File: config.mk
export PLATFORM = sky130hd
export DESIGN_NAME = fdps_host
export DESIGN_NICKNAME = d
export VERILOG_FILES = /design/src/logic/fdps_pkg.sv /design/src/logic/fdps_bus_cycle.sv /design/src/logic/fdps_toggle_cmp.sv /design/src/logic/fdps_host.sv
export VERILOG_INCLUDE_DIRS = /design/src /design/src/logic
export SDC_FILE = /design/constraint.sdc
export NUM_CORES = 1
export LEC_CHECK = 0
export BUFFER_PORTS_ARGS = -buffer_cell sky130_fd_sc_hd__buf_2
export CORE_ASPECT_RATIO = 0.5
export CORE_MARGIN = 2
export CORE_UTILIZATION = 54
export DETAILED_ROUTE_END_ITERATION = 12
export GPL_TIMING_DRIVEN = 0
export PLACE_DENSITY_LB_ADDON = 0.12
export SLEW_MARGIN = 40
export SYNTH_ARGS = -nofsm -noshare
export SYNTH_HDL_FRONTEND = slang
export SYNTH_SLANG_ARGS = --single-unit
File: constraint.sdc
create_clock -name sys_clk -period 2.3 [get_ports sys_clk]
set_clock_uncertainty 0.15 [all_clocks]
set_input_delay 0.23 -clock sys_clk [delete_from_list [all_inputs] [get_ports sys_clk]]
set_output_delay 0.23 -clock sys_clk [all_outputs]
set_load 0.02 [all_outputs]
File: src/logic/fdps_map.svh
`ifndef FDPS_MAP_SVH
`define FDPS_MAP_SVH
// Functional notes
// - Host masks bits 15..8, 4 and 0 of the status word.
// - Host polls bit 7 only at program address or erasing sector.
// - After bit 7 turns true, host takes data from next read.
// - Timeout bit set: host rereads bit 7 before declaring failure.
// - Host confirms acceptance by bit 7 or bit 6 before bit 3.
// - Host reads status twice, compares toggle bit; same means done.
// - Still toggling with timeout: retest, then failure and reset.
// - Interrupted toggle polling restarts from the first double read.

// Host register offsets (word addresses on the software port)
`define FDPS_REG_CTRL 4'h0
`define FDPS_REG_ADDR 4'h1
`define FDPS_REG_DATA 4'h2
`define FDPS_REG_STAT 4'h3
`define FDPS_REG_RDAT 4'h4
`define FDPS_REG_LAST 4'h5
// Control field positions
`define FDPS_CTL_GO 0
`define FDPS_CTL_MODE_LO 1
`define FDPS_CTL_MODE_HI 2
// Status field positions
`define FDPS_ST_BUSY 0
`define FDPS_ST_DONE 1
`define FDPS_ST_FAIL 2
`define FDPS_ST_ERASING 3
`define FDPS_ST_SECTOR 4
// Status word bits
`define FDPS_DQ_POLL 7
`define FDPS_DQ_TOGGLE 6
`define FDPS_DQ_TIMEOUT 5
`define FDPS_DQ_ERASE_TMR 3
`define FDPS_DQ_SECT_TGL 2
// Polling word mask: bits 15..8, 4 and 0 are don't care
`define FDPS_POLL_MASK 16'h00ee
`define FDPS_RESET_CMD 16'h00f0
`define FDPS_RESET_ADDR 24'h000000
// Bus cycle timing, in system clocks (40 ns each)
`define FDPS_T_STROBE_NS 80
`define FDPS_STROBE_CYC ((`FDPS_T_STROBE_NS + 39) / 40)
`define FDPS_T_HIGH_NS 40
`define FDPS_HIGH_CYC ((`FDPS_T_HIGH_NS + 39) / 40)
`define FDPS_CNT_W 4
`endif

File: src/logic/fdps_pkg.sv
package fdps_pkg;
    typedef enum logic [2:0] {
        FDPS_IDLE = 3'b000,
        FDPS_RD1 = 3'b001,
        FDPS_RD2 = 3'b011,
        FDPS_EVAL = 3'b010,
        FDPS_RECHK = 3'b110,
        FDPS_FINAL = 3'b111,
        FDPS_RST = 3'b101,
        FDPS_DONE = 3'b100
    } fdps_state_t;

    typedef enum logic [1:0] {
        FDPS_MODE_TOGGLE = 2'b00,
        FDPS_MODE_POLL = 2'b01,
        FDPS_MODE_READ = 2'b10,
        FDPS_MODE_WRITE = 2'b11
    } fdps_mode_t;
endpackage : fdps_pkg

File: src/logic/fdps_bus_cycle.sv
`include "fdps_map.svh"
// One asynchronous read or write cycle on the flash pins
module fdps_bus_cycle (
    input wire logic sys_clk,
    input wire logic rst_n,
    input wire logic start,
    input wire logic wr,
    input wire logic [23:0] addr,
    input wire logic [15:0] wdata,
    input wire logic [15:0] dq_in,
    output logic [23:0] a_out,
    output logic [15:0] dq_out,
    output logic dq_oe,
    output logic ce_n,
    output logic oe_n,
    output logic we_n,
    output logic [15:0] rdata,
    output logic done
);
    logic [`FDPS_CNT_W-1:0] cnt_reg;
    logic [1:0] ph_reg;
    wire logic strobe_end = (ph_reg == 2'd1) && (cnt_reg == '0);
    wire logic high_end = (ph_reg == 2'd2) && (cnt_reg == '0);

    always_ff @(posedge sys_clk or negedge rst_n) begin
        if (!rst_n) begin
            ph_reg <= 2'd0;
            cnt_reg <= '0;
            a_out <= 24'h000000;
            dq_out <= 16'h0000;
            dq_oe <= 1'b0;
            ce_n <= 1'b1;
            oe_n <= 1'b1;
            we_n <= 1'b1;
            rdata <= 16'h0000;
            done <= 1'b0;
        end else begin
            done <= 1'b0;
            if (ph_reg == 2'd0 && start) begin
                ph_reg <= 2'd1;
                cnt_reg <= `FDPS_CNT_W'(`FDPS_STROBE_CYC - 1);
                a_out <= addr;
                dq_out <= wdata;
                dq_oe <= wr;
                ce_n <= 1'b0;
                oe_n <= wr;
                we_n <= ~wr;
            end else if (strobe_end) begin
                // Each read ends with a high strobe, so the device counts it
                ph_reg <= 2'd2;
                cnt_reg <= `FDPS_CNT_W'(`FDPS_HIGH_CYC - 1);
                if (!oe_n) begin
                    rdata <= dq_in;
                end
                ce_n <= 1'b1;
                oe_n <= 1'b1;
                we_n <= 1'b1;
            end else if (high_end) begin
                ph_reg <= 2'd0;
                dq_oe <= 1'b0;
                done <= 1'b1;
            end else if (ph_reg != 2'd0) begin
                cnt_reg <= cnt_reg - 1'b1;
            end
        end
    end

    cycle_len_a: assert property (@(posedge sys_clk) disable iff (!rst_n)
        $fell(ce_n) |-> !ce_n [*2] ##1 ce_n) else $error("Strobe length wrong");
endmodule : fdps_bus_cycle

File: src/logic/fdps_toggle_cmp.sv
// Compares a toggle bit between two consecutive status reads
module fdps_toggle_cmp (
    input wire logic [15:0] first,
    input wire logic [15:0] second,
    input wire logic [3:0] bit_sel,
    output logic toggling
);
    assign toggling = first[bit_sel] ^ second[bit_sel];
endmodule : fdps_toggle_cmp

File: src/logic/fdps_host.sv
`include "fdps_map.svh"
// Host controller polling a NOR flash status overlay
module fdps_host (
    input wire logic sys_clk,
    input wire logic rst_n,
    input wire logic [3:0] reg_addr,
    input wire logic [31:0] reg_wdata,
    input wire logic reg_wr,
    input wire logic reg_rd,
    output logic [31:0] reg_rdata,
    output logic [23:0] flash_addr,
    output logic [15:0] flash_dq_out,
    output logic flash_dq_oe,
    input wire logic [15:0] flash_dq_in,
    output logic flash_ce_n,
    output logic flash_oe_n,
    output logic flash_we_n
);
    fdps_pkg::fdps_state_t state_reg;
    fdps_pkg::fdps_state_t state_next;
    fdps_pkg::fdps_mode_t mode_reg;
    logic [23:0] addr_reg;
    logic [15:0] data_reg;
    logic [15:0] first_reg;
    logic [15:0] second_reg;
    logic [15:0] rdat_reg;
    logic done_reg;
    logic fail_reg;
    logic erasing_reg;
    logic sector_reg;
    logic retry_reg;
    logic cyc_start;
    logic cyc_wr;
    logic [23:0] cyc_addr;
    logic [15:0] cyc_wdata;
    logic [15:0] cyc_rdata;
    logic cyc_done;
    logic tgl6;
    logic tgl2;

    wire logic busy = (state_reg != fdps_pkg::FDPS_IDLE) && (state_reg != fdps_pkg::FDPS_DONE);
    wire logic go = reg_wr && (reg_addr == `FDPS_REG_CTRL) && reg_wdata[`FDPS_CTL_GO] && !busy;
    wire logic poll_mode = (mode_reg == fdps_pkg::FDPS_MODE_POLL);
    wire logic [15:0] masked = cyc_rdata & `FDPS_POLL_MASK;
    // Bit 7 true matches the written bit 7 at the polled address
    wire logic poll_true = masked[`FDPS_DQ_POLL] == data_reg[`FDPS_DQ_POLL];
    wire logic timeout = masked[`FDPS_DQ_TIMEOUT];
    wire logic still_busy = poll_mode ? !poll_true : tgl6;

    fdps_bus_cycle u_cycle (
        .sys_clk(sys_clk),
        .rst_n(rst_n),
        .start(cyc_start),
        .wr(cyc_wr),
        .addr(cyc_addr),
        .wdata(cyc_wdata),
        .dq_in(flash_dq_in),
        .a_out(flash_addr),
        .dq_out(flash_dq_out),
        .dq_oe(flash_dq_oe),
        .ce_n(flash_ce_n),
        .oe_n(flash_oe_n),
        .we_n(flash_we_n),
        .rdata(cyc_rdata),
        .done(cyc_done)
    );

    fdps_toggle_cmp u_cmp6 (
        .first(first_reg & `FDPS_POLL_MASK),
        .second(masked),
        .bit_sel(4'(`FDPS_DQ_TOGGLE)),
        .toggling(tgl6)
    );
    fdps_toggle_cmp u_cmp2 (
        .first(first_reg & `FDPS_POLL_MASK),
        .second(masked),
        .bit_sel(4'(`FDPS_DQ_SECT_TGL)),
        .toggling(tgl2)
    );

    always_comb begin
        state_next = state_reg;
        cyc_start = 1'b0;
        cyc_wr = 1'b0;
        cyc_addr = addr_reg;
        cyc_wdata = data_reg;
        unique case (state_reg)
            fdps_pkg::FDPS_IDLE, fdps_pkg::FDPS_DONE: begin
                if (go) begin
                    state_next = fdps_pkg::FDPS_RD1;
                end
            end
            fdps_pkg::FDPS_RD1: begin
                cyc_start = 1'b1;
                cyc_wr = (mode_reg == fdps_pkg::FDPS_MODE_WRITE);
                state_next = fdps_pkg::FDPS_RD2;
            end
            fdps_pkg::FDPS_RD2: begin
                if (cyc_done) begin
                    if (mode_reg == fdps_pkg::FDPS_MODE_READ
                        || mode_reg == fdps_pkg::FDPS_MODE_WRITE) begin
                        state_next = fdps_pkg::FDPS_DONE;
                    end else begin
                        cyc_start = 1'b1;
                        state_next = fdps_pkg::FDPS_EVAL;
                    end
                end
            end
            fdps_pkg::FDPS_EVAL: begin
                if (cyc_done) begin
                    if (!still_busy) begin
                        cyc_start = 1'b1;
                        state_next = fdps_pkg::FDPS_FINAL;
                    end else if (timeout) begin
                        cyc_start = 1'b1;
                        state_next = fdps_pkg::FDPS_RECHK;
                    end else begin
                        cyc_start = 1'b1;
                        state_next = fdps_pkg::FDPS_EVAL;
                    end
                end
            end
            fdps_pkg::FDPS_RECHK: begin
                if (cyc_done) begin
                    if (!still_busy) begin
                        cyc_start = 1'b1;
                        state_next = fdps_pkg::FDPS_FINAL;
                    end else begin
                        cyc_start = 1'b1;
                        cyc_wr = 1'b1;
                        cyc_addr = `FDPS_RESET_ADDR;
                        cyc_wdata = `FDPS_RESET_CMD;
                        state_next = fdps_pkg::FDPS_RST;
                    end
                end
            end
            fdps_pkg::FDPS_FINAL, fdps_pkg::FDPS_RST: begin
                if (cyc_done) begin
                    state_next = fdps_pkg::FDPS_DONE;
                end
            end
        endcase
    end

    // Keep the last two reads: the newer one feeds the toggle compare, the older one the LAST register
    wire logic keep_read = cyc_done && (state_reg == fdps_pkg::FDPS_RD2
        || state_reg == fdps_pkg::FDPS_EVAL || state_reg == fdps_pkg::FDPS_RECHK);

    always_ff @(posedge sys_clk or negedge rst_n) begin
        if (!rst_n) begin
            state_reg <= fdps_pkg::FDPS_IDLE;
            first_reg <= 16'h0000;
            second_reg <= 16'h0000;
        end else begin
            state_reg <= state_next;
            if (keep_read) begin
                first_reg <= cyc_rdata;
                second_reg <= first_reg;
            end
        end
    end

    // Unmasked read data snapshot and result flags
    always_ff @(posedge sys_clk or negedge rst_n) begin
        if (!rst_n) begin
            rdat_reg <= 16'h0000;
            fail_reg <= 1'b0;
            done_reg <= 1'b0;
            erasing_reg <= 1'b0;
            sector_reg <= 1'b0;
            retry_reg <= 1'b0;
        end else begin
            if (go) begin
                fail_reg <= 1'b0;
                done_reg <= 1'b0;
                retry_reg <= 1'b0;
                erasing_reg <= 1'b0;
                sector_reg <= 1'b0;
            end
            // Sticky until the next go, so software still sees them once idle
            if (state_reg == fdps_pkg::FDPS_EVAL && cyc_done && still_busy) begin
                // Bit 3 only after acceptance seen
                if (masked[`FDPS_DQ_ERASE_TMR]) begin
                    erasing_reg <= 1'b1;
                end
                if (tgl2) begin
                    sector_reg <= 1'b1;
                end
            end
            if (state_reg == fdps_pkg::FDPS_RECHK && cyc_done) begin
                retry_reg <= 1'b1;
            end
            if (state_reg == fdps_pkg::FDPS_RST) begin
                fail_reg <= 1'b1;
            end
            if (state_next == fdps_pkg::FDPS_DONE && state_reg != fdps_pkg::FDPS_DONE) begin
                done_reg <= 1'b1;
            end
            if (cyc_done && (state_reg == fdps_pkg::FDPS_RD2
                || state_reg == fdps_pkg::FDPS_FINAL)) begin
                rdat_reg <= cyc_rdata;
            end
        end
    end

    always_ff @(posedge sys_clk or negedge rst_n) begin
        if (!rst_n) begin
            mode_reg <= fdps_pkg::FDPS_MODE_TOGGLE;
            addr_reg <= 24'h000000;
            data_reg <= 16'h0000;
        end else if (reg_wr && !busy) begin
            // Writes to setup registers are ignored while a poll runs
            if (reg_addr == `FDPS_REG_CTRL) begin
                mode_reg <= fdps_pkg::fdps_mode_t'(
                    reg_wdata[`FDPS_CTL_MODE_HI:`FDPS_CTL_MODE_LO]);
            end
            if (reg_addr == `FDPS_REG_ADDR) begin
                addr_reg <= reg_wdata[23:0];
            end
            if (reg_addr == `FDPS_REG_DATA) begin
                data_reg <= reg_wdata[15:0];
            end
        end
    end

    wire logic [31:0] stat_word = {27'h0000000, sector_reg, erasing_reg, fail_reg,
        done_reg, busy};
    wire logic [31:0] rd_mux =
        (reg_addr == `FDPS_REG_CTRL) ? {29'h00000000, mode_reg, 1'b0} :
        (reg_addr == `FDPS_REG_ADDR) ? {8'h00, addr_reg} :
        (reg_addr == `FDPS_REG_DATA) ? {16'h0000, data_reg} :
        (reg_addr == `FDPS_REG_STAT) ? stat_word :
        (reg_addr == `FDPS_REG_RDAT) ? {16'h0000, rdat_reg} :
        (reg_addr == `FDPS_REG_LAST) ? {16'h0000, second_reg} : 32'h00000000;

    always_ff @(posedge sys_clk or negedge rst_n) begin
        if (!rst_n) begin
            reg_rdata <= 32'h00000000;
        end else if (reg_rd) begin
            reg_rdata <= rd_mux;
        end
    end

    // Reset only after a timeout recheck
    reset_after_chk_a: assert property (@(posedge sys_clk) disable iff (!rst_n)
        state_reg == fdps_pkg::FDPS_RST |-> retry_reg || $past(state_reg) == fdps_pkg::FDPS_RECHK)
        else $error("Reset command without recheck");
    double_read_a: assert property (@(posedge sys_clk) disable iff (!rst_n)
        $rose(state_reg == fdps_pkg::FDPS_EVAL) |-> $past(state_reg) == fdps_pkg::FDPS_RD2)
        else $error("Evaluation without double read");
    // Final data read starts on entry
    final_read_a: assert property (@(posedge sys_clk) disable iff (!rst_n)
        $rose(state_reg == fdps_pkg::FDPS_FINAL) |-> !flash_ce_n && !flash_oe_n)
        else $error("No final data read");
    timeout_recheck_a: assert property (@(posedge sys_clk) disable iff (!rst_n)
        state_reg == fdps_pkg::FDPS_EVAL && cyc_done && still_busy && timeout
        |=> state_reg == fdps_pkg::FDPS_RECHK)
        else $error("Timeout not rechecked");
    // New poll starts at first read
    restart_a: assert property (@(posedge sys_clk) disable iff (!rst_n)
        go |=> state_reg == fdps_pkg::FDPS_RD1)
        else $error("Poll did not restart");
    erase_flag_a: assert property (@(posedge sys_clk) disable iff (!rst_n)
        $rose(erasing_reg) |-> $past(state_reg) == fdps_pkg::FDPS_EVAL)
        else $error("Erase flag set outside evaluation");
    // Failure write is the reset command
    reset_word_a: assert property (@(posedge sys_clk) disable iff (!rst_n)
        state_reg == fdps_pkg::FDPS_RST && !flash_we_n |-> flash_dq_out == `FDPS_RESET_CMD)
        else $error("Wrong reset command");
    // Bus never driven during a read
    write_dq_a: assert property (@(posedge sys_clk) disable iff (!rst_n)
        !flash_oe_n |-> !flash_dq_oe)
        else $error("Bus contention");
endmodule : fdps_host

==> impl.org, run 1 <==
** Status
- The run finished with clean final reports.

** GRT
- Global-route congestion overflow total :: 0
- Pin count of the biggest net entering global routing :: 77
- First-pass GRT wire length :: between 30 and 40 mm
- The initial antenna violation count is 0.
- The via count of the first global-routing pass is 5,496.
- Overall Global Routing Usage :: 0.253

** Setup path
- Cell-by-cell trace of the critical path :: inv_2 -> ha_4 -> or3b_4 -> nand3b_4 -> nor2_8 -> buf_6 -> buf_12 -> mux2_4
- Cell type group with the largest total delay on the critical path :: simple AND/OR/NAND/NOR gates
- Type of the setup path with the least slack :: flip-flop to flip-flop
- CP Capture Type :: flip-flop
- The critical path contains buffers and inverters numbering 3 combined.
- Crit Path Max Fanout :: 5
- On the worst path, the slowest cell contributes a delay of 410 ps.
- STA puts the critical path data required time at about 2500 ps.
- Crit path max-delay cell type :: or3b_4
- For the worst setup path, the data arrival time is 2400 ps.
- Startpoint type of the worst setup path :: flip-flop

** Clock tree
- H-tree level count :: 4
- Clock tree from TritonCTS :: done
- The tree is rooted in a clkbuf_16.
- Clock-pin slew was measured on the worst setup and hold paths at 80 ps.
- Latest clock arrival within the worst-skew pair :: between 400 and 500 ps
- Clk sinks :: 188
- The longest clock path from root to sink contains 2 buffers.
- Number of buffers created by CTS :: 17

** Pwr
- Internal power comes to 5.02 mW.
- Share of power burned in combinational logic :: 0.052
- Switching part of the total power :: 0.245
- Reported net switching power :: 1.63 mW
- Of the total power, registers draw 0.500.
- Worst IR Drop VDD :: 0.583 mV
- Leakage power :: 5.16 nW
- The share of total power dissipated in the clock network is 0.448.
- Power per unit of standard cell area :: about 660 nW/um^2

** Logic synthesis
- For this run, the register share of the synthesized area comes to 0.589.
- Of the post-synthesis cell area, the dominant cell type holds 0.579.
- For this run, asynchronously set or reset flops after synthesis account for 1.00.
- Yosys mapped a number of flops with a built-in enable equal to 0.
- dfrtp_1 takes more of the synthesized area than any other cell.
- Summed instance area of the synthesized netlist :: 7990 um^2
- Synthesis produced 620 cells.
- Yosys attributes the largest share of cell area to dfrtp_1 (58%), mux2_2 (14%), a22o_1 (4.2%), mux2_4 (1.9%), nor2_1 (1.6%).
- Counting flops and latches in the post-synthesis netlist gives between 150 and 200.
- The average instance in the mapped netlist occupies 12.9 um^2.
- Number of different library cells in the post-synthesis netlist :: 62
- The Yosys step of the flow raised 0 warnings.
- Prevailing post-synth register cell :: dfrtp_1

** Floorplan
- Horizontal extent of the die :: 176 um
- During I/O placement, the number of pins put on the boundary was approximately 130.
- Height of the chip :: around 90 um
- The initial utilization of the core area, before any placement, comes to 0.552.
- DIE AREA :: ~16,000 um^2
- The core region is ~14,000 um^2.
- Number of standard-cell rows in the floorplan :: 31

** Placed design
- The congestion estimate from routability-driven global placement came to ~0.88.
- In this run the cell area measured after placement is 8890 um^2.
- Buffers placed on the I/O ports in this run total 111.
- OpenSTA, run right after detailed placement, puts the worst setup slack at -72.6 ps.
- Once detailed placement completed, the half-perimeter wirelength came to about 14 mm.

** STA
- The final max-slew violation count came to 0.
- Share of the clock period used by the worst path after layout :: 0.972
- Total negative slack :: 0 ps
- Setup violators final :: 0
- Final setup margin :: 65.0 ps
- Final hold viol count :: 0
- The worst pin sits at a relative slew slack of 0.573.
- Setup repair after global routing left no endpoint under its margin.
- For the pin with the worst max-slew slack, the measured transition is between 600 and 700 ps.
- FMAX :: 447 MHz
- After layout, the minimum clock period comes to between 2000 and 2500 ps.

** Job
- Across the run, the number of max-cap violations was 0.

** Layout
- Most frequent standard cell in the layout excluding fill and tap cells :: dfrtp_1
- The repair_antennas step left the layout with diodes totalling 0.
- Net count reported at finish :: about 870
- Of the cells placed in the final design, the portion with a size suffix greater than 1 is 0.381.
- After routing the design area is 10,000 um^2.
- The area growth from synthesis to layout is 25.5%.
- Most frequent cells in the layout :: dfrtp_1 (185), buf_2 (132), mux2_2 (101)

** Routing
- Vias/cell :: roughly 5.5
- Via count :: 5,587
- Before antenna repair, the detailed router went through 4 iterations.
- Post-detailed-routing wire length :: 19.1 mm
- After detailed routing, the average wire length per cell comes to roughly 19 um.
- DR iter-0 viols :: 385
- DRT antenna net count :: 0
- Detailed-route DRC error count :: 0

** Hold path
- Min-Delay Path Class :: input port to flip-flop
[synthesized netlist by cell type (2+ instances only)]
library cell,number
nor2b_1,3
nand3_2,2
mux2_2,101
xor2_1,3
a22o_1,38
mux2_4,10
a22oi_1,4
o32ai_1,12
a21o_1,2
o41ai_1,2
a2bb2oi_1,4
and3_1,2
inv_1,33
a32o_1,2
dfstp_2,3
dfrtp_1,185
and2b_1,2
buf_2,22
nand3_1,12
nand2_1,22
nand2b_1,7
nor2_1,35
o21ai_0,16
nor4_1,2
buf_4,8
a21oi_1,18
nand4_1,3
o31a_1,11
a32oi_1,3
nor3_1,3
o211ai_1,2
a31oi_1,3
mux2i_1,3
clkbuf_1,14
[cell type report]
cell class | count | area [um^2]
sequential | 188 | 4710
fill | 1101 | 4440
multi-input combinational | 359 | 2940
timing repair buffer | 166 | 1160
clock buffer | 17 | 425
tap | 198 | 248
buffer | 46 | 246
clock inverter | 15 | 174
inverter | 33 | 124
[layer usage]
metal,vias up,share of wire,GRT usage
met4,0,0.0077,0.0530
met5,-,0,0
met2,176,0.43,0.362
li1,2599,-,-
met3,12,0.055,0.0482
met1,2800,0.51,0.400
[power groups by stage]
stage               Combinational, mW  Clock, mW  Sequential (mW)
floorplan                       0.109          0             3.41
global placement                0.275          0             3.39
detailed placement              0.292          0             3.39
CTS                             0.347       3.02             3.33
global route                    0.383       3.16             3.33
finish                          0.344       2.98             3.33
[final timing paths]
check,start,to,slack [ps],depth (start not counted)
worst max-delay path,u_cycle.cnt_reg[1],u_cycle.rdata[13],60,8
worst min-delay path,reg_addr[3],reg_rdata[4],30,2
worst max register to register,u_cycle.cnt_reg[1],u_cycle.rdata[13],60,8
worst min register to register,reg_rdata[4],reg_rdata[4],340,2
max in group asynchronous,rst_n,u_cycle.dq_out[9],1170,3
min in group asynchronous,rst_n,rdat_reg[1],130,2
[worst register-to-register path: stages, from the launching register on]
cell and delay (ps):
dfrtp_1 400, inv_2 90, ha_4 140, or3b_4 410, nand3b_4 210, nor2_8 190, buf_6 140, buf_12 110
mux2_4 290
[kinds of logic after synthesis]
family                     after synthesis  share of synthesized area
DFF                                    188                      0.589
AOI/OAI and AO/OA                      127                      0.121
muxes                                  114                      0.165
and+or+nand+nor                        104                     0.0701
buffers and inverters                   80                     0.0477
xor gates and xnor gates                 4                    0.00438
adders and majority gates                2                    0.00282
other                                    1                   0.000469
[metrics by stage]
stage,hold slack (ps),utilization,cells,power [mW]
after floorplan,-216,-,627,3.52
after global placement,310,0.610,936,3.67
after detailed placement,-3.61,0.614,938,3.68
after CTS,14.4,0.692,1019,6.70
after global routing,33.4,0.693,1022,6.87
final,27.5,0.693,1022,6.65
[what timing repair did]
item / 4_1_cts / 5_1_grt
cloned: 1 / 0
setup endpoints to repair: 10 / 10
pin swaps: 2 / 1
setup buffers: 8 / 3
gates resized for setup: 6 / 0
hold endpoints to repair: 243 / 0
hold buffers: 41 / 0
(Power assumes the default switching activity.)
==> run 2, diff against run 1 <==
--- a/config.mk
+++ b/config.mk
@@ -6,6 +6,7 @@
 export SDC_FILE = /design/constraint.sdc
 export NUM_CORES = 1
 export LEC_CHECK = 0
+export ABC_AREA = 1
 export BUFFER_PORTS_ARGS = -buffer_cell sky130_fd_sc_hd__buf_2
 export CORE_ASPECT_RATIO = 0.5
 export CORE_MARGIN = 2
==> run 2 against run 1 <==
  * Synthesized cell count is 50% higher
  * First-iteration DRC count grew 19%
  * Die area grew 2.2%
  * Largest cell class unchanged
  * Count of clock-buffer cells in the layout increased by 3
==> impl.org, run 2 <==
** Status
- Run status :: finished, final reports clean

** Hold path
- The tightest min-delay check is of the input port to flip-flop type.
- The startpoint identified for the worst hold timing path is reg_rd.

** Pwr
- Power per unit of standard cell area :: 648 nW/um^2
- Leakage power :: between 5 and 6 nW
- The worst-case IR drop observed on VDD is 0.514 mV.

** Routing
- DR iter-0 viols :: 460
- For this block, wires on met1 add up to 10.5 mm.
- Vias/cell :: 5.20
- Met2 WL :: 9.02 mm
- DRT antenna net count :: 0
- Highest signal layer in the routed design :: met4
- Detailed-route DRC error count :: 0
- Detailed-routing iteration count for the pre-antenna-repair pass :: 5
- Routed length per placed instance :: 15.9 um
- Post-detailed-routing wire length :: 21.0 mm
- Via count :: 6,883
- Met3 Wirelength :: 1.34 mm

** Layout
- Relative to the synthesized area, the layout overhead comes to 23.2%.
- The repair_antennas step left the layout with diodes totalling 0.
- After filler insertion, the fill cell instance count of the layout stands at 1,215.
- Net count reported at finish :: 1,170
- After routing the design area is 10,100 um^2.
- Final core area utilization :: 0.689
- Most frequent standard cell in the layout excluding fill and tap cells :: nand2_1
- Fraction of layout instances using a drive strength above 1 :: 0.199
- In the layout the commonest cells are nand2_1 (316), dfrtp_1 (185), buf_2 (128).

** Setup path
- Cell type group with the largest total delay on the critical path :: simple AND/OR/NAND/NOR gates
- Data on the critical path is required at its endpoint by approximately 2500 ps.
- Type of the setup path with the least slack :: flip-flop to flip-flop
- On the worst path, the slowest cell contributes a delay of 420 ps.
- CP Buf/Inv Count :: 4
- Cell-by-cell trace of the critical path :: inv_1 -> ha_1 -> nand2_1 -> inv_2 -> nand3_4 -> or2_1 -> clkbuf_1 -> buf_2 -> nor2_1 -> a21oi_1
- Data arrival, critical path :: roughly 2300 ps
- STA classifies the critical path startpoint as a flip-flop.
- Tracing the worst setup path back leads to its startpoint at u_cycle.cnt_reg[0].
- The worst register-to-register path begins at u_cycle.cnt_reg[0].
- Of all nets on the critical path, the largest fanout is 10.
- The slowest stage of the critical path is the dfrtp_1 cell.
- STA classifies the critical path endpoint as a flip-flop.

** Placed design
- The HPWL after detailed placement is ~15 mm.
- At the end of routability-driven placement, the weighted congestion stood at 0.905.
- The placed instances occupy a cell area of 9090 um^2.
- Port buffer count :: around 120

** Logic synthesis
- The share of the Yosys chip area taken by registers is 0.576.
- Yosys printed 0 warnings.
- The cell area that synthesis handed to floorplanning was 8170 um^2.
- Async set or reset register ratio after synthesis :: 1.00
- Post-synthesis cell count :: ~930
- Synthesized-area fraction occupied by adder cells :: 0.00153
- Yosys mapped a number of flops with a built-in enable equal to 0.
- Share of synthesized cell area in and, or, nand and nor gates :: 0.210
- Most frequent cells after synthesis :: nand2_1 (316), dfrtp_1 (185), o21ai_0 (90), inv_1 (77), nor2_1 (43)
- Register bit total from synthesis :: around 190
- Post-synthesis xor/xnor area fraction :: 0.00321
- Prevailing post-synth register cell :: dfrtp_1
- Compound-cell area share of the yosys netlist :: 0.110
- By area, the combinational part of the netlist is dominated by simple AND/OR/NAND/NOR gates.
- Largest cells by area after synthesis :: dfrtp_1 (57%), nand2_1 (15%), o21ai_0 (5.5%), inv_1 (3.5%), o21ai_1 (2.6%)
- Average cell area after synthesis :: 8.80 um^2
- Largest area contributor in the netlist :: dfrtp_1
- The share of synthesized area in the top cell type comes to 0.566.
- Multiplexer area fraction after synthesis :: 0.0243
- Counting distinct cell types in the post-synthesis netlist gives 36.
- Among all cell types in the netlist, the one instantiated most often is nand2_1.

** STA
- Of the available clock period, the critical path in the final layout requires 0.907.
- The worst path needs 2090 ps of the cycle, external delays included.
- At the pin with the least slew margin, the transition time is 596 ps.
- Hold timing on the final database bottoms out at a slack of 53.8 ps.
- The number of endpoints with negative hold slack in the final report is 0.
- Setup violators final :: 0
- Unrepaired setup endpoints after global routing :: false
- The final max-slew violation count is 0.
- Measured against its own limit, the worst slew margin works out to 0.603.
- FMAX :: roughly 480 MHz

** Clock tree
- Clock-pin slew reported for the worst setup and hold paths after clock tree synthesis :: 70 ps
- Clock Path Buffers :: 2
- The clock net in this run drives a total of 188 sinks.
- The clock tree synthesis step divided the H-tree into 4 levels.
- TritonCTS built the clock tree.
- Latest clock arrival within the worst-skew pair :: between 400 and 500 ps
- Number of buffers created by CTS :: 17
- Post-CTS timing repair inserted 0 buffers for setup.
- Clock tree root buffer cell :: clkbuf_16

** GRT
- For this run the aggregate overflow at the end of global routing stands at 0.
- Overall Global Routing Usage :: 0.280
- The first global-routing pass estimated 34.7 mm of wire.
- Entering global routing, the biggest net connects 79 pins.
- The via count of the first global-routing pass came to 6,617.
- The initial antenna violation count is 0.

** Floorplan
- 132 I/O pins were placed.
- In this run the core area contains 31 standard-cell rows.
- Horizontal extent of the die :: 178 um
- The die covers 16,200 um^2.
- Height of the chip :: around 90 um
- The initial utilization of the core area, before any placement, comes to 0.559.
- Core area :: 14,600 um^2

** Job
- Across the run, the number of max-cap violations was 0.
==> run 2: cell count changes in the layout (fill, tap and decap cells not counted), sizes merged, moves of 7 or more <==
cell     before  now
o31a         11    0
inv          41   88
a22o         38    0
o32ai        12    0
nand3        14   37
mux2        111   15
nand2        22  324
nand2b        7    0
o21ai        17  134
clkbuf       31   40
buf         157  148
nor2         36   51
o2111ai       1    9
==> run 2: final timing paths <==
kind | end | slack [ps] | depth (start not counted)
min in group asynchronous | first_reg[1] | 150 | 2
max | u_cycle.rdata[7] | 210 | 10
max reg2reg | u_cycle.rdata[7] | 210 | 10
min reg2reg | u_cycle.ce_n | 310 | 2
min | reg_rdata[17] | 50 | 4
max in group asynchronous | reg_rdata[15] | 1130 | 3
==> run 2: metrics by stage <==
stage | worst slack (ps) | instances | power, mW | setup TNS, ps
after floorplan | 588 | 936 | 3.49 | 0
after global placement | -2150 | 1249 | 3.63 | -398890
after detailed placement | 221 | 1251 | 3.65 | 0
after CTS | 205 | 1324 | 6.55 | 0
after global routing | 28.1 | 1324 | 6.75 | 0
final | 215 | 1324 | 6.53 | 0
==> run 2: kinds of logic after synthesis <==
group,after synthesis
compound gates,169
xor+xnor,3
fa+ha+maj,1
buf+inv,134
flops,188
mux,15
other cells,1
simple gates,418
==> run 2: worst reg2reg max path: stages (launching register included) <==
cell      delay (ps)
dfrtp_1          420
inv_1             80
ha_1             180
nand2_1          110
inv_2             90
nand3_4           90
or2_1            310
clkbuf_1         190
buf_2            200
nor2_1           110
a21oi_1           50
==> run 2: power breakdown <==
group	total, mW	internal (mW)	switching (mW)
registers	3.32	3.32	0.00713
logic	0.314	0.123	0.191
clock network	2.89	1.51	1.39
==> run 2: routing by layer <==
layer,global-route usage,vias to the layer above
met3,0.0590,22
li1,-,3316
met4,0.0649,0
met1,0.426,3323
met5,0,-
met2,0.413,222
==> run 2: layout make-up <==
| class | count | area [um^2] | area share |
|---|---|---|---|
| buffer | 51 | 294 | 0.0292 |
| clock buffer | 20 | 467 | 0.0463 |
| clock inverter | 12 | 106 | 0.0106 |
| inverter | 83 | 312 | 0.0309 |
| multi-input combinational | 614 | 2890 | 0.286 |
| sequential | 188 | 4710 | 0.468 |
| tap | 198 | 248 | 0.0246 |
| timing repair buffer | 158 | 1050 | 0.104 |
==> run 2: timing repair <==
item | in CTS | in global routing
endpoints found under the hold margin | 118 | 0
gates resized for setup | 0 | 0
hold buffers | 41 | 0
==> run 3, diff against run 2 <==
--- a/config.mk
+++ b/config.mk
@@ -10,7 +10,7 @@
 export BUFFER_PORTS_ARGS = -buffer_cell sky130_fd_sc_hd__buf_2
 export CORE_ASPECT_RATIO = 0.5
 export CORE_MARGIN = 2
-export CORE_UTILIZATION = 54
+export CORE_UTILIZATION = 51
 export DETAILED_ROUTE_END_ITERATION = 12
 export GPL_TIMING_DRIVEN = 0
 export PLACE_DENSITY_LB_ADDON = 0.12
==> constraint.sdc (replaced) <==
create_clock -name sys_clk -period 1.8 [get_ports sys_clk]
set_clock_uncertainty 0.15 [all_clocks]
set_input_delay 0 -clock sys_clk [delete_from_list [all_inputs] [get_ports sys_clk]]
set_output_delay 0 -clock sys_clk [all_outputs]
set_load 0.02 [all_outputs]
==> run 3 against run 2 <==
  * Highest routed layer unchanged
  * Non-clock buffer count increased by 30
  * Clock power increased by 32%
  * Setup slack got worse by 200 ps
  * Wire length increased by 4.5%
  * Via count increased by 1.0%
  * Combinational power increased by 34%
  * Register-to-register slack got worse by 200 ps
  * Sequential share of layout area decreased by 3.4 points
  * Die area increased by 5.7%
  * Cell area increased by 7.9%
==> impl.org, run 3 (synthesized netlist as in run 2, its figures left out) <==
** Status
- The run finished with clean final reports.

** Setup path
- The critical path is of the flip-flop to flip-flop type.
- Depth of the worst register-to-register path :: 10
- In this run the register-to-register setup slack is 20 ps.
- The worst register-to-register path begins at state_reg[0].
- STA classifies the critical path endpoint as a flip-flop.
- The critical path goes through clkinv_4 -> nor2_8 -> nand2_4 -> nand2_4 -> o21ai_4 -> buf_12 -> clkbuf_16 -> clkbuf_16 -> nand2_1 -> o21ai_1.
- Cell type group with the largest total delay on the critical path :: buffers and inverters
- Of all nets on the critical path, the largest fanout is 7.
- The worst register-to-register path ends at u_cycle.a_out[5].
- Counting buffers and inverters, the worst setup path is 10 cells deep.
- Crit path max-delay cell type :: dfrtp_2
- STA classifies the critical path startpoint as a flip-flop.
- For this run, the slowest stage of the critical path takes approximately 450 ps.
- Counting both buffers and inverters, the worst setup path holds a total of 4.
- Data arrival, critical path :: 1950 ps
- Required time of the critical path :: between 1500 and 2000 ps

** Hold path
- WHS Path Cells :: 7
- Worst Hold End :: reg_rdata[7]
- Min-Delay Path Class :: input port to flip-flop
- Source of the worst hold timing path :: reg_addr[1]

** Clock tree
- The H-tree generated during clock tree synthesis spans 4 levels.
- Clock tree root buffer cell :: clkbuf_16
- Number of buffers created by CTS :: 17
- The clock reaches the later pin of the worst-skew pair after 440 ps.
- After clock tree synthesis, the clock-pin slew on the worst setup and hold paths is 80 ps.
- CTS saw about 190 sinks.
- No sink is reached through more buffers than the 2 on the longest clock path.
- Clock tree from TritonCTS :: done

** Layout
- Summing all flip-flop and latch instances after layout gives 4710 um^2.
- Fraction of layout instances using a drive strength above 1 :: 0.279
- Diode insertion count for antenna repair :: 0
- The finished cells cover 10,900 um^2.
- Filler cells :: 1,258
- Most frequent cells in the layout :: nand2_1 (289), dfrtp_1 (181), buf_2 (120)
- The multi-input combinational cells in the finished layout cover a total of 3170 um^2.
- The library cell used most frequently in the layout, excluding fill and tap cells, is nand2_1.
- Compared with the post-synthesis result, the final layout area differs by 33.0%.
- Net count reported at finish :: around 1,200

** Routing
- The highest metal layer carrying signal wires in the routed design is met4.
- For this block, the via count after detailed routing is 6,952.
- DR iter-0 viols :: 470
- Vias/cell :: ~5.1
- For this run, design rule violations remaining after detail routing come to 0.
- Met3 Wirelength :: 1.33 mm
- The first detailed-routing pass took 5 iterations.
- Routed met1 length :: 10.7 mm
- The detail route stage leaves a number of antenna-violating nets equal to 0.
- In the final routed layout, each cell accounts on average for roughly 16 um.
- The routed design has 22.0 mm of wire.
- Met2 WL :: 9.72 mm

** Pwr
- Power per unit of standard cell area :: 781 nW/um^2
- Leakage power :: 5.60 nW
- Worst IR Drop VDD :: 0.669 mV

** Floorplan
- The die is 93.5 um tall.
- 132 I/O pins were placed.
- The die is around 180 um wide.
- The die covers approximately 17,000 um^2.
- The floorplan has 32 rows.
- The initial utilization of the core area, before any placement, comes to 0.526.
- Core area :: 15,500 um^2

** STA
- The final max-slew violation count came to 0.
- Max-slew headroom :: 0.592
- Slew at the pin with the worst max-slew slack :: 612 ps
- Setup slack on the critical path of the routed design comes to around 19 ps.
- In the finished design, the share of the clock period the worst path needs comes to 0.989.
- Timing would allow up to 561 MHz.
- Unrepaired setup endpoints after global routing :: true
- Setup violations remaining at the end of the flow were counted as 0.
- The number of endpoints with negative hold slack in the final report was 0.
- Subtracting the final worst setup slack from the clock period gives ~1800 ps.

** GRT
- First-pass GRT wire length :: 34.6 mm
- Pin count of the biggest net entering global routing :: 74
- The initial antenna violation count came to 0.
- Across every metal layer, demand over resource in global routing totals 0.264.
- The via count of the first global-routing pass was 6,648.
- Global-route congestion overflow total :: 0

** Placed design
- After detailed placement, the total cell area comes to slightly above 9000 um^2.
- Global placement routability congestion :: about 0.87
- Detailed placement ended at an HPWL of 15.0 mm.
- Prior to clock tree synthesis, the placed netlist has a worst setup slack of -274 ps.
- In this run the tool buffered the top-level ports with 115 buffer cells.

** Job
- Max-cap violations in this run came to 0.
run 3: changes by cell type in the layout (fill, tap and decap cells not counted), moves of 9 or more:
cell / previous run / this run
buf_4: 10 / 29
clkbuf_1: 18 / 9
nand2_1: 316 / 289
nand2_2: 6 / 22
nand2_4: 2 / 13
nor2_1: 43 / 32
o21ai_1: 42 / 29
o21ai_2: 1 / 15
run 3: power breakdown:
part	internal, mW	leakage, nW	switching (mW)
clock network	2.01	0.285	1.81
logic	0.169	2.79	0.252
registers	4.24	2.52	0.00834
total	6.42	5.60	2.07
run 3: worst reg2reg max path: cells and delay by family, from the launching register on:
kind                   cells  cell delay (ps)
AOI/OAI and AO/OA          2              130
DFF                        1              450
buffers and inverters      4              580
and+or+nand+nor            4              350
run 3: how the worst max path moves through the flow:
stage,start,endpoint,slack [ps]
floorplan,u_cycle.cnt_reg[0],u_cycle.rdata[15],90
global placement,rst_n,addr_reg[16],-2470
detailed placement,u_cycle.cnt_reg[0],u_cycle.rdata[6],-270
CTS,u_cycle.cnt_reg[0],u_cycle.rdata[12],1
global route,u_cycle.cnt_reg[1],u_cycle.rdata[15],-50
finish,state_reg[0],u_cycle.a_out[5],20
run 3: what timing repair did:
item / in CTS / in global routing
buffers inserted: 3 / 14
setup endpoints to repair: 58 / 124
hold buffers: 48 / 0
cloned: 0 / 7
pin swaps: 1 / 8
hold endpoints to repair: 255 / 0
resized for setup: 13 / 131
run 3: area by class of cell:
cell class / count / area share
Clock inverter: 13 / 0.0138
Timing Repair Buffer: 189 / 0.132
Sequential cell: 188 / 0.434
Clock buffer: 19 / 0.0408
Multi-Input combinational cell: 614 / 0.291
Buffer: 50 / 0.0350
Inverter: 83 / 0.0294
Tap cell: 204 / 0.0235
run 3: stage by stage:
stage                     std cells  setup TNS, ps   util  hold WS, ps  power (mW)
after CTS                      1339              0  0.658         22.2        8.50
after global placement         1255        -462530  0.581         84.9        4.64
after detailed placement       1257          -6670  0.585         -228        4.66
final                          1360              0  0.700         29.9        8.49
after floorplan                 936              0      -         -446        4.46
after global routing           1360           -667  0.700         71.1        8.75
run 3: routing by layer:
layer  GRT usage  vias to the layer above
li1            -                     3377
met1       0.390                     3341
met2       0.398                      217
met3      0.0522                       17
met4      0.0720                        0
met5           0                        -
